**config.mk**
```make
export PLATFORM = sky130hd
export DESIGN_NAME = pin_function_mux
export DESIGN_NICKNAME = d
export VERILOG_FILES = /design/src/rtl/pin_mux_pkg.sv /design/src/rtl/pin_function_mux.sv
export SDC_FILE = /design/constraint.sdc
export NUM_CORES = 1
export LEC_CHECK = 0
export ABC_AREA = 1
export BUFFER_PORTS_ARGS = -buffer_cell sky130_fd_sc_hd__buf_2
export CAP_MARGIN = 20
export CORE_UTILIZATION = 45
export DETAILED_ROUTE_END_ITERATION = 8
export PLACE_DENSITY = 0.69
export SKIP_LAST_GASP = 1
export SYNTH_ARGS = -nofsm -noshare
export SYNTH_HDL_FRONTEND = slang
export SYNTH_SLANG_ARGS = --single-unit
```
**constraint.sdc**
```tcl
create_clock -name i_core_clk -period 2.5 [get_ports i_core_clk]
set_input_delay 0.25 -clock i_core_clk [delete_from_list [all_inputs] [get_ports i_core_clk]]
set_output_delay 0.25 -clock i_core_clk [all_outputs]
set_load 0.05 [all_outputs]
```
**src/rtl/pin_mux_pkg.sv**
```systemverilog
// Constants, field layout and peripheral function identifiers of the pin function multiplexer
package pin_mux_pkg;

	// ==========================================================
	// Register map: one 8-bit control register per pin, one address each
	localparam int ADDR_W = 5;
	localparam int NPIN = 24;
	localparam logic [4:0] REG_PORT8 = 5'h00; // Port 8 pins 0,1,2,3,6,7
	localparam logic [4:0] REG_PORT9 = 5'h06; // Port 9 pins 2,3
	localparam logic [4:0] REG_PORTA = 5'h08; // Port A pins 0..7
	localparam logic [4:0] REG_PORTB = 5'h10; // Port B pins 0..7
	localparam logic [4:0] REG_LAST = 5'h17; // Highest mapped address

	// ==========================================================
	// Control register fields
	localparam int SEL_LSB = 0;
	localparam int SEL_W = 6;
	localparam int IRQ_SEL_BIT = 6;
	localparam int ANALOG_SEL_BIT = 7;
	localparam logic [7:0] CTL_RST = 8'h00;
	localparam logic [5:0] SEL_MASK_FULL = 6'h3F; // Six-bit select field
	localparam logic [5:0] SEL_MASK_LEGACY = 6'h0F; // Four-bit select field
	localparam logic [5:0] SEL_HIZ = 6'h00;

	// ==========================================================
	// Pin index of the comparator analog input and reference (port A pins 3 and 4)
	localparam int PIN_CMP_IN = 11;
	localparam int PIN_CMP_REF = 12;

	// ==========================================================
	// External interrupt line fed by each pin; ports 8 and 9 feed none
	localparam logic [NPIN-1:0] IRQ_VALID = 24'hFFFF00;
	localparam logic [3:0] IRQ_LINE [NPIN] = '{
		4'h0, 4'h0, 4'h0, 4'h0, 4'h0, 4'h0, 4'h0, 4'h0,
		4'h0, 4'hB, 4'hA, 4'h6, 4'h5, 4'h5, 4'hE, 4'h7,
		4'hC, 4'h4, 4'h2, 4'h3, 4'h4, 4'hD, 4'h6, 4'hF};

	// ==========================================================
	// Peripheral signals that can be attached to a pin
	typedef enum logic [6:0] {
		f_none,
		f_t0a, f_t0b, f_t0c, f_t0d, f_t1b, f_t2a, f_t3b, f_t3d, f_t4a, f_t4c, f_t4d,
		f_t5u, f_t5v, f_t5w, f_t6b, f_t6d, f_t7a, f_t7b, f_t7c,
		f_tclka, f_tclkb, f_tclkc, f_tclkd,
		f_t8rst0, f_t8rst1, f_t8clk0, f_t8clk3, f_t8out0,
		f_odis0, f_odis1, f_odis4, f_odis11, f_clk_acc_ref, f_adc_trig, f_adc_stat,
		f_spi_ss0, f_spi_ss1, f_spi_ss2, f_spi_ss3, f_spi_clk, f_spi_mo, f_spi_mi,
		f_sck10, f_rts10, f_cts10, f_rxd10, f_txd10,
		f_sck010, f_rts010, f_cts010, f_rxd010, f_txd010, f_drv_en010,
		f_rxd7, f_cts7, f_sck5, f_rxd5, f_txd5, f_cts5, f_sck12, f_rxd12, f_txd12, f_cts12,
		f_sck4, f_rxd4, f_txd4, f_cts4, f_sck6, f_rxd6, f_txd6, f_cts6,
		f_sck9, f_rxd9, f_txd9, f_cts9, f_sck11, f_rxd11, f_txd11, f_cts11,
		f_sck011, f_rxd011, f_txd011, f_cts011, f_drv_en011,
		f_rtim_in2, f_rtim_out2, f_rc_rx, f_cmp_out1,
		f_num
	} func_t;
	localparam int NFUNC = int'(f_num);

endpackage

```
**src/rtl/pin_function_mux.sv**
```systemverilog
// Pin function multiplexer for ports 8, 9, A and B with its control registers
//
// Overview of operation
// - Six-bit select; zero leaves pin high-impedance
// - Legacy variant: four-bit select, zero is high-impedance
// - Port 8 pin 0 timer, channel 10/010 codes
// - Port 8 pins 1,2 timer and serial codes
// - Port 8 pin 3 timer, clock, flow codes
// - Port 8 pins 6,7 timer and serial codes
// - Port 9 pins 2,3 output-disable and serial
// - Port A pin 0 timer, reference, SPI select
// - Port A pin 1 eight-way function map
// - Port A pin 2 timer, serial, SPI select
// - Port A pin 3 timer, clock, serial
// - Port A pin 4 nine-way function map
// - Port A pin 5 timer and SPI clock, pin 7 SPI input
// - Port A pin 6 nine-way function map
// - Port B pins 0,1 timers, serial, comparator
// - Port B pins 2,3 flow, disable, remote lines
// - Port B pin 4 flow and driver enable
// - Port B pin 5 timers, serial, remote output
// - Port B pins 6,7 serial receive and transmit
// - Interrupt select routes port A pins
// - Interrupt select routes port B pins
// - Analog select; comparator input and reference
`timescale 1ns/100ps
module pin_function_mux
	import pin_mux_pkg::*;
#(
	parameter bit LEGACY_SEL = 1'b0
) (
	input wire logic i_core_clk, // System clock
	input wire logic i_rst, // Synchronous reset, active high
	input wire logic [ADDR_W-1:0] i_addr, // Register address
	input wire logic [7:0] i_wr_data, // Register write data
	input wire logic i_wr, // Write strobe
	input wire logic i_rd, // Read strobe
	output logic [7:0] o_rd_data, // Read data, cycle after strobe
	input wire logic [NFUNC-1:0] i_func_out, // Peripheral output levels
	input wire logic [NFUNC-1:0] i_func_oe, // Peripheral drive requests
	output logic [NFUNC-1:0] o_func_in, // Pin levels routed to peripherals
	input wire logic [NPIN-1:0] i_pin_in, // Package pin levels
	output logic [NPIN-1:0] o_pin_out, // Package pin drive levels
	output logic [NPIN-1:0] o_pin_oe, // Package pin output enables
	output logic [15:0] o_irq, // External interrupt lines
	output logic [NPIN-1:0] o_analog_en, // Pin given to analog use
	output logic o_cmp_in_en, // Comparator analog input connected
	output logic o_cmp_ref_en // Comparator reference connected
);

	// ==========================================================
	// State
	typedef struct packed {
		logic [NPIN-1:0][7:0] ctl;
		logic [NPIN-1:0] sync1;
		logic [NPIN-1:0] sync2;
		logic [7:0] rd_data;
		logic [NPIN-1:0] pin_out;
		logic [NPIN-1:0] pin_oe;
		logic [15:0] irq;
		logic [NFUNC-1:0] func_in;
	} state_t;

	state_t s_r;
	state_t s_nxt;

	localparam logic [5:0] SEL_MASK = LEGACY_SEL ? SEL_MASK_LEGACY : SEL_MASK_FULL;

	// ==========================================================
	// Select code to peripheral signal, per pin; anything unlisted is reserved
	function automatic func_t pin_func(input logic [4:0] pin, input logic [5:0] code);
		func_t f;
		f = f_none; // Zero and reserved codes attach nothing
		case ({pin, code})
			{5'h00, 6'h01}: f = f_t3b;
			{5'h00, 6'h0A}: f = f_sck10;
			{5'h00, 6'h0B}: f = f_rts10;
			{5'h00, 6'h2C}: f = f_sck010;
			{5'h00, 6'h2D}: f = f_rts010;
			{5'h00, 6'h2E}: f = f_drv_en010;
			{5'h01, 6'h01}: f = f_t3d;
			{5'h01, 6'h0A}: f = f_rxd10;
			{5'h01, 6'h2C}: f = f_rxd010;
			{5'h02, 6'h01}: f = f_t4a;
			{5'h02, 6'h0A}: f = f_txd10;
			{5'h02, 6'h2C}: f = f_txd010;
			{5'h03, 6'h01}: f = f_t4c;
			{5'h03, 6'h0A}: f = f_sck10;
			{5'h03, 6'h0B}: f = f_cts10;
			{5'h03, 6'h2C}: f = f_sck010;
			{5'h03, 6'h2D}: f = f_cts010;
			{5'h04, 6'h08}: f = f_t4d;
			{5'h04, 6'h0A}: f = f_rxd10;
			{5'h04, 6'h2C}: f = f_rxd010;
			{5'h05, 6'h08}: f = f_t4c;
			{5'h05, 6'h0A}: f = f_txd10;
			{5'h05, 6'h2C}: f = f_txd010;
			{5'h06, 6'h08}: f = f_odis4;
			{5'h06, 6'h0A}: f = f_rxd7;
			{5'h07, 6'h08}: f = f_odis0;
			{5'h07, 6'h0B}: f = f_cts7;
			{5'h08, 6'h01}: f = f_t4a;
			{5'h08, 6'h07}: f = f_clk_acc_ref;
			{5'h08, 6'h08}: f = f_t6d;
			{5'h08, 6'h0D}: f = f_spi_ss1;
			{5'h09, 6'h01}: f = f_t0b;
			{5'h09, 6'h02}: f = f_tclkc;
			{5'h09, 6'h08}: f = f_t7b;
			{5'h09, 6'h09}: f = f_adc_trig;
			{5'h09, 6'h0A}: f = f_sck5;
			{5'h09, 6'h0C}: f = f_sck12;
			{5'h09, 6'h0D}: f = f_spi_ss2;
			{5'h09, 6'h27}: f = f_t3b;
			{5'h0A, 6'h08}: f = f_t7a;
			{5'h0A, 6'h0A}: f = f_rxd5;
			{5'h0A, 6'h0C}: f = f_rxd12;
			{5'h0A, 6'h0D}: f = f_spi_ss3;
			{5'h0B, 6'h01}: f = f_t0d;
			{5'h0B, 6'h02}: f = f_tclkd;
			{5'h0B, 6'h08}: f = f_t5v;
			{5'h0B, 6'h0A}: f = f_rxd5;
			{5'h0B, 6'h27}: f = f_t4d;
			{5'h0C, 6'h01}: f = f_t5u;
			{5'h0C, 6'h02}: f = f_tclka;
			{5'h0C, 6'h05}: f = f_t8rst0;
			{5'h0C, 6'h08}: f = f_t4c;
			{5'h0C, 6'h09}: f = f_adc_stat;
			{5'h0C, 6'h0A}: f = f_txd5;
			{5'h0C, 6'h0C}: f = f_txd12;
			{5'h0C, 6'h0D}: f = f_spi_ss0;
			{5'h0C, 6'h27}: f = f_t7c;
			{5'h0D, 6'h08}: f = f_t6b;
			{5'h0D, 6'h0D}: f = f_spi_clk;
			{5'h0E, 6'h01}: f = f_t5v;
			{5'h0E, 6'h02}: f = f_tclkb;
			{5'h0E, 6'h05}: f = f_t8clk3;
			{5'h0E, 6'h07}: f = f_odis1;
			{5'h0E, 6'h08}: f = f_t3d;
			{5'h0E, 6'h0B}: f = f_cts5;
			{5'h0E, 6'h0C}: f = f_cts12;
			{5'h0E, 6'h0D}: f = f_spi_mo;
			{5'h0E, 6'h27}: f = f_t6b;
			{5'h0F, 6'h0D}: f = f_spi_mi;
			{5'h10, 6'h01}: f = f_t5w;
			{5'h10, 6'h02}: f = f_t3d;
			{5'h10, 6'h0A}: f = f_rxd4;
			{5'h10, 6'h0B}: f = f_rxd6;
			{5'h10, 6'h0D}: f = f_spi_clk;
			{5'h11, 6'h01}: f = f_t0c;
			{5'h11, 6'h02}: f = f_t4c;
			{5'h11, 6'h05}: f = f_t8clk0;
			{5'h11, 6'h0A}: f = f_txd4;
			{5'h11, 6'h0B}: f = f_txd6;
			{5'h11, 6'h1E}: f = f_cmp_out1;
			{5'h12, 6'h0A}: f = f_cts4;
			{5'h12, 6'h0B}: f = f_cts6;
			{5'h13, 6'h01}: f = f_t0a;
			{5'h13, 6'h02}: f = f_t4a;
			{5'h13, 6'h05}: f = f_t8out0;
			{5'h13, 6'h07}: f = f_odis11;
			{5'h13, 6'h0A}: f = f_sck4;
			{5'h13, 6'h0B}: f = f_sck6;
			{5'h13, 6'h1D}: f = f_rtim_in2;
			{5'h13, 6'h26}: f = f_rc_rx;
			{5'h14, 6'h0B}: f = f_cts9;
			{5'h14, 6'h24}: f = f_cts11;
			{5'h14, 6'h2C}: f = f_cts011;
			{5'h14, 6'h2E}: f = f_drv_en011;
			{5'h15, 6'h01}: f = f_t2a;
			{5'h15, 6'h02}: f = f_t1b;
			{5'h15, 6'h05}: f = f_t8rst1;
			{5'h15, 6'h07}: f = f_odis4;
			{5'h15, 6'h0A}: f = f_sck9;
			{5'h15, 6'h1D}: f = f_rtim_out2;
			{5'h15, 6'h24}: f = f_sck11;
			{5'h15, 6'h2C}: f = f_sck011;
			{5'h16, 6'h01}: f = f_t3d;
			{5'h16, 6'h0A}: f = f_rxd9;
			{5'h16, 6'h24}: f = f_rxd11;
			{5'h16, 6'h2C}: f = f_rxd011;
			{5'h17, 6'h01}: f = f_t3b;
			{5'h17, 6'h0A}: f = f_txd9;
			{5'h17, 6'h24}: f = f_txd11;
			{5'h17, 6'h2C}: f = f_txd011;
			default: f = f_none;
		endcase
		return f;
	endfunction

	// ==========================================================
	// Next-state logic
	always_comb begin
		func_t fsel [NPIN];
		for (int p = 0; p < NPIN; p++) begin
			fsel[p] = f_none;
		end
		s_nxt = s_r;

		// Register write; select field narrowed in the legacy variant
		if (i_wr && (i_addr <= REG_LAST)) begin
			s_nxt.ctl[i_addr] = {i_wr_data[7:6], i_wr_data[5:0] & SEL_MASK};
		end

		// Read data stand only in the cycle after the strobe; unmapped reads zero
		s_nxt.rd_data = 8'h00;
		if (i_rd && (i_addr <= REG_LAST)) begin
			s_nxt.rd_data = s_r.ctl[i_addr];
		end

		// Two-stage synchroniser on the package pins
		s_nxt.sync1 = i_pin_in;
		s_nxt.sync2 = s_r.sync1;

		// Function routing; an analog pin carries its interrupt line but no peripheral function
		s_nxt.func_in = '0;
		s_nxt.irq = '0;
		for (int p = 0; p < NPIN; p++) begin
			if (!s_r.ctl[p][ANALOG_SEL_BIT]) begin
				fsel[p] = pin_func(5'(p), s_r.ctl[p][SEL_LSB +: SEL_W]);
			end
			s_nxt.pin_oe[p] = (fsel[p] != f_none) && i_func_oe[fsel[p]];
			s_nxt.pin_out[p] = (fsel[p] != f_none) && i_func_out[fsel[p]];
			if (fsel[p] != f_none) begin
				s_nxt.func_in[fsel[p]] = s_nxt.func_in[fsel[p]] | s_r.sync2[p]; // Shared input ORed
			end
			// Interrupt select routes the pin to its external interrupt line
			if (IRQ_VALID[p] && s_r.ctl[p][IRQ_SEL_BIT] && s_r.sync2[p]) begin
				s_nxt.irq[IRQ_LINE[p]] = 1'b1;
			end
		end
	end

	// ==========================================================
	// State register, cleared by reset
	always_ff @(posedge i_core_clk) begin
		if (i_rst) begin
			s_r <= '0;
		end else begin
			s_r <= s_nxt;
		end
	end

	// ==========================================================
	// Outputs
	assign o_rd_data = s_r.rd_data;
	assign o_func_in = s_r.func_in;
	assign o_pin_out = s_r.pin_out;
	assign o_pin_oe = s_r.pin_oe;
	assign o_irq = s_r.irq;
	for (genvar g = 0; g < NPIN; g++) begin : g_analog
		assign o_analog_en[g] = s_r.ctl[g][ANALOG_SEL_BIT];
	end
	assign o_cmp_in_en = s_r.ctl[PIN_CMP_IN][ANALOG_SEL_BIT];
	assign o_cmp_ref_en = s_r.ctl[PIN_CMP_REF][ANALOG_SEL_BIT];
endmodule

```
==> metrics <==
Final setup viols=27; Main synth FF type=dfxtp_1; Min Hold Slack=21.29 ps; post-layout util=61.80%; synthesized flop and latch total=398; Hold/Removal Path Class=in -> reg; Switching Share=27.75%; crit-path max cell delay=340 ps; routed vias/inst=5.858; Global Route Usage Sum=41.56%; CP bufs+invs=0; Hold Path Depth=3; Worst EP arrival=3310 ps; Worst Hold End=o_pin_oe[20]; CTS tree=yes; R2R Path End=o_func_in[10]; H-tree depth=2; post-DP HPWL=83,430 µm; GR peak layer=met2; post-route setup TNS=-4747 ps; layout cell share with drive strength beyond 1=32.79%; First-pass DRT Iterations=7; Crit Path Category=reg -> reg; Final Hold Viols=0; chip width=223.3 µm; core footprint=48,050 µm²; most frequent CP cell=nand2_1; Rel. slew slack=40.28%; CP required=2990 ps; R2R setup slack=-320 ps; DR iter-0 viols=3,120; # rows=80; worst setup margin=-322.1 ps; vias in the first global route=24,110; Power Dens Cells=501.7 nW/µm²; Achievable Freq=0.3544 GHz; min-delay src=i_func_oe[84]; violated checks=negative setup slack; IO Count=406; Post-layout nets=4,073; area grow syn2layout=34.79%; initial antenna violation count=5; Mapped Cells=3,190; register area share after synthesis=36.17%; dpl cells=4,342; CTS buffer count=44; Crit path max-delay family=simple AND/OR/NAND/NOR gates; Worst path slowest cell=dfxtp_1; clock root buffer=clkbuf_16; GR Layer Usage met1=50.41%; global-route wire length before repair=152,800 µm; status=finished, violations left; maxcap violations=0; worst path cell trace=nor2_1, nand4_1, nand3_1, a21oi_1, nand3_1, nand3_2, nand2_2, nand4_1, nand3_1, nand3b_1, nand3_2, nand3_1, nand2_2, nand2_1, a21oi_1, nand2_1, nand2_1, nand2_1, nand3_1, nand2_1, nand2_1, a21oi_2; remaining antenna violation count=0; Clock power frac=45.4%; share of the synthesized area in the top cell type=36.17%; post-synth top area cell=dfxtp_1; min Tclk post-route=2822 ps; worst-case clock buffer depth=3; CP Launch Type=register; Synth Cell Area=22,030 µm²; largest net degree at the start of global routing=85; Die ar.=49,850 µm²; GR met2 Demand/Resource=65.90%; clk_skew=21.84 ps; Reg power frac=43.4%; leading post-synthesis cells by cell area=dfxtp_1 (36%), inv_1 (7.9%), nor2_1 (7.5%), o21ai_0 (6.5%), buf_4 (6.3%); Leak=0.01357 µW; Tcrit/Tclk final=112.9%; routability cong.=1.151; P_int=10,760 µW; met3 Track Usage GR=9.627%; commonest cells in the netlist=inv_1 (464), nor2_1 (438), dfxtp_1 (398), nand2_1 (327), o21ai_0 (287); Peak VDD IR=0.5202 mV; Reg clk slew, reported paths=60 ps; Starting Density=45.85%; DIE HEIGHT=223.3 µm; Avg WL per Cell=24.19 µm; async set-or-reset flop fraction in the synthesized netlist=0%; Syn Area/Cell=6.906 µm²; later-pin clock latency in the skew report=630 ps; R2R Path Start=s_r[237]; Worst Tran Pin Value=895.8 ps; # DRC=0; Max Slew Vio Count=0; Max FO, Critical Path=3; remaining global-route overflow=0; Via Count=26,380; RSZ-0062 raised after global routing=true; Setup crit end kind=register; most numerous cell in the Yosys netlist=inv_1; EDFF count, synth=0; Comb power frac=11.2%; Final Non-Filler Cells=4,503; clk sinks=398; WL final=108,900 µm; yosys warns=0; Reg2Reg Depth=22; Synth cell types=58; Port-buffer cells=402; Fillers=4,474; Sw Pwr=4134 µW
-- sequential cells by signal (all words and copies together) (netlist names) --
name and cells:
o_pin_out 24, s_r 192, o_analog_en 24, o_pin_oe 24, o_irq 13, s_nxt 24, o_func_in 89, o_rd_data 8
-- worst min-delay path, delay by kind of cell --
kind | cells | cell delay [ps]
buf+inv | 1 | 110
compound gates | 2 | 230
-- through the flow --
stage	instance area, µm²	total power, µW	worst slack (ps)
after floorplan	22040	7241	64.87
after global placement	26370	8069	-511.9
after detailed placement	26370	8067	-474.1
after CTS	28500	14770	-315.2
after global routing	29690	15160	-539.8
final	29690	14900	-322.1
-- per-layer routing --
metal | vias up | share of wire (%)
li1 | 11970 | -
met1 | 12210 | 37
met2 | 1763 | 44
met3 | 435 | 11
met4 | 2 | 7.7
met5 | - | 0.0092
-- cell usage in the layout, fill, tap and decap left out, types with 14 or more instances in the layout --
cell	instances
dlygate4sd3_1	38
nand2_1	300
nand2_4	16
a21oi_1	213
nor2_2	36
buf_6	23
nand3_2	23
nor4_1	27
dfxtp_1	367
clkbuf_16	44
nor3_1	63
o22ai_2	14
o211ai_1	28
nand3_1	80
nand2_2	30
nor2_4	24
inv_1	431
buf_2	402
o21ai_0	280
dfxtp_2	27
nor2_1	396
a211oi_1	14
o221ai_1	62
buf_4	451
a22oi_1	55
inv_2	48
nor3_2	17
nand4_1	39
o22ai_1	95
-- area by class of cell --
type | instances | area [µm²] | area share, %
multi-input cells | 1991 | 11330 | 38.17
clock inverters | 24 | 290.3 | 0.9775
diodes | 3 | 7.507 | 0.02528
flip-flops and latches | 398 | 8016 | 27.00
inverters | 496 | 1891 | 6.367
well taps | 615 | 769.5 | 2.591
clock buffers | 53 | 1175 | 3.957
repair buffers | 923 | 6212 | 20.92
-- how the worst max path moves through the flow --
stage,slack [ps],from,endpoint,cells after the start
2_1_floorplan,60,o_analog_en[11],o_func_in[9],21
3_3_place_gp,-510,s_r[307],o_pin_out[12],13
3_5_place_dp,-470,s_r[307],o_pin_out[12],13
4_1_cts,-320,s_r[244],o_func_in[68],21
6_report,-320,s_r[237],o_func_in[10],22
5_1_grt,-540,s_r[306],o_func_in[68],20
-- what timing repair did --
item	CTS	global route
resized for setup	57	260
hold endpoints to repair	37	0
setup endpoints to repair	32	59
gates cloned	0	1
setup buffers	8	40
pin swaps	26	101
hold buffers	38	0
-- cell families after synthesis --
family                 after synthesis  share of synthesized area, %
multiplexers                         3                        0.1363
flip-flops                         398                         36.17
other                                1                       0.01702
AND/OR/NAND/NOR                   1080                         21.62
buffers and inverters              804                         16.86
AO/OA/AOI/OAI                      904                         25.20
-- power by group through the flow --
stage / logic (µW) / clock network [µW] / registers [µW]
finish: 1660 / 6760 / 6470
global route: 1710 / 6970 / 6470
CTS: 1520 / 6780 / 6470
detailed placement: 1460 / 0 / 6610
global placement: 1460 / 0 / 6610
floorplan: 651 / 0 / 6590
Power figures use the tool's default switching activity.
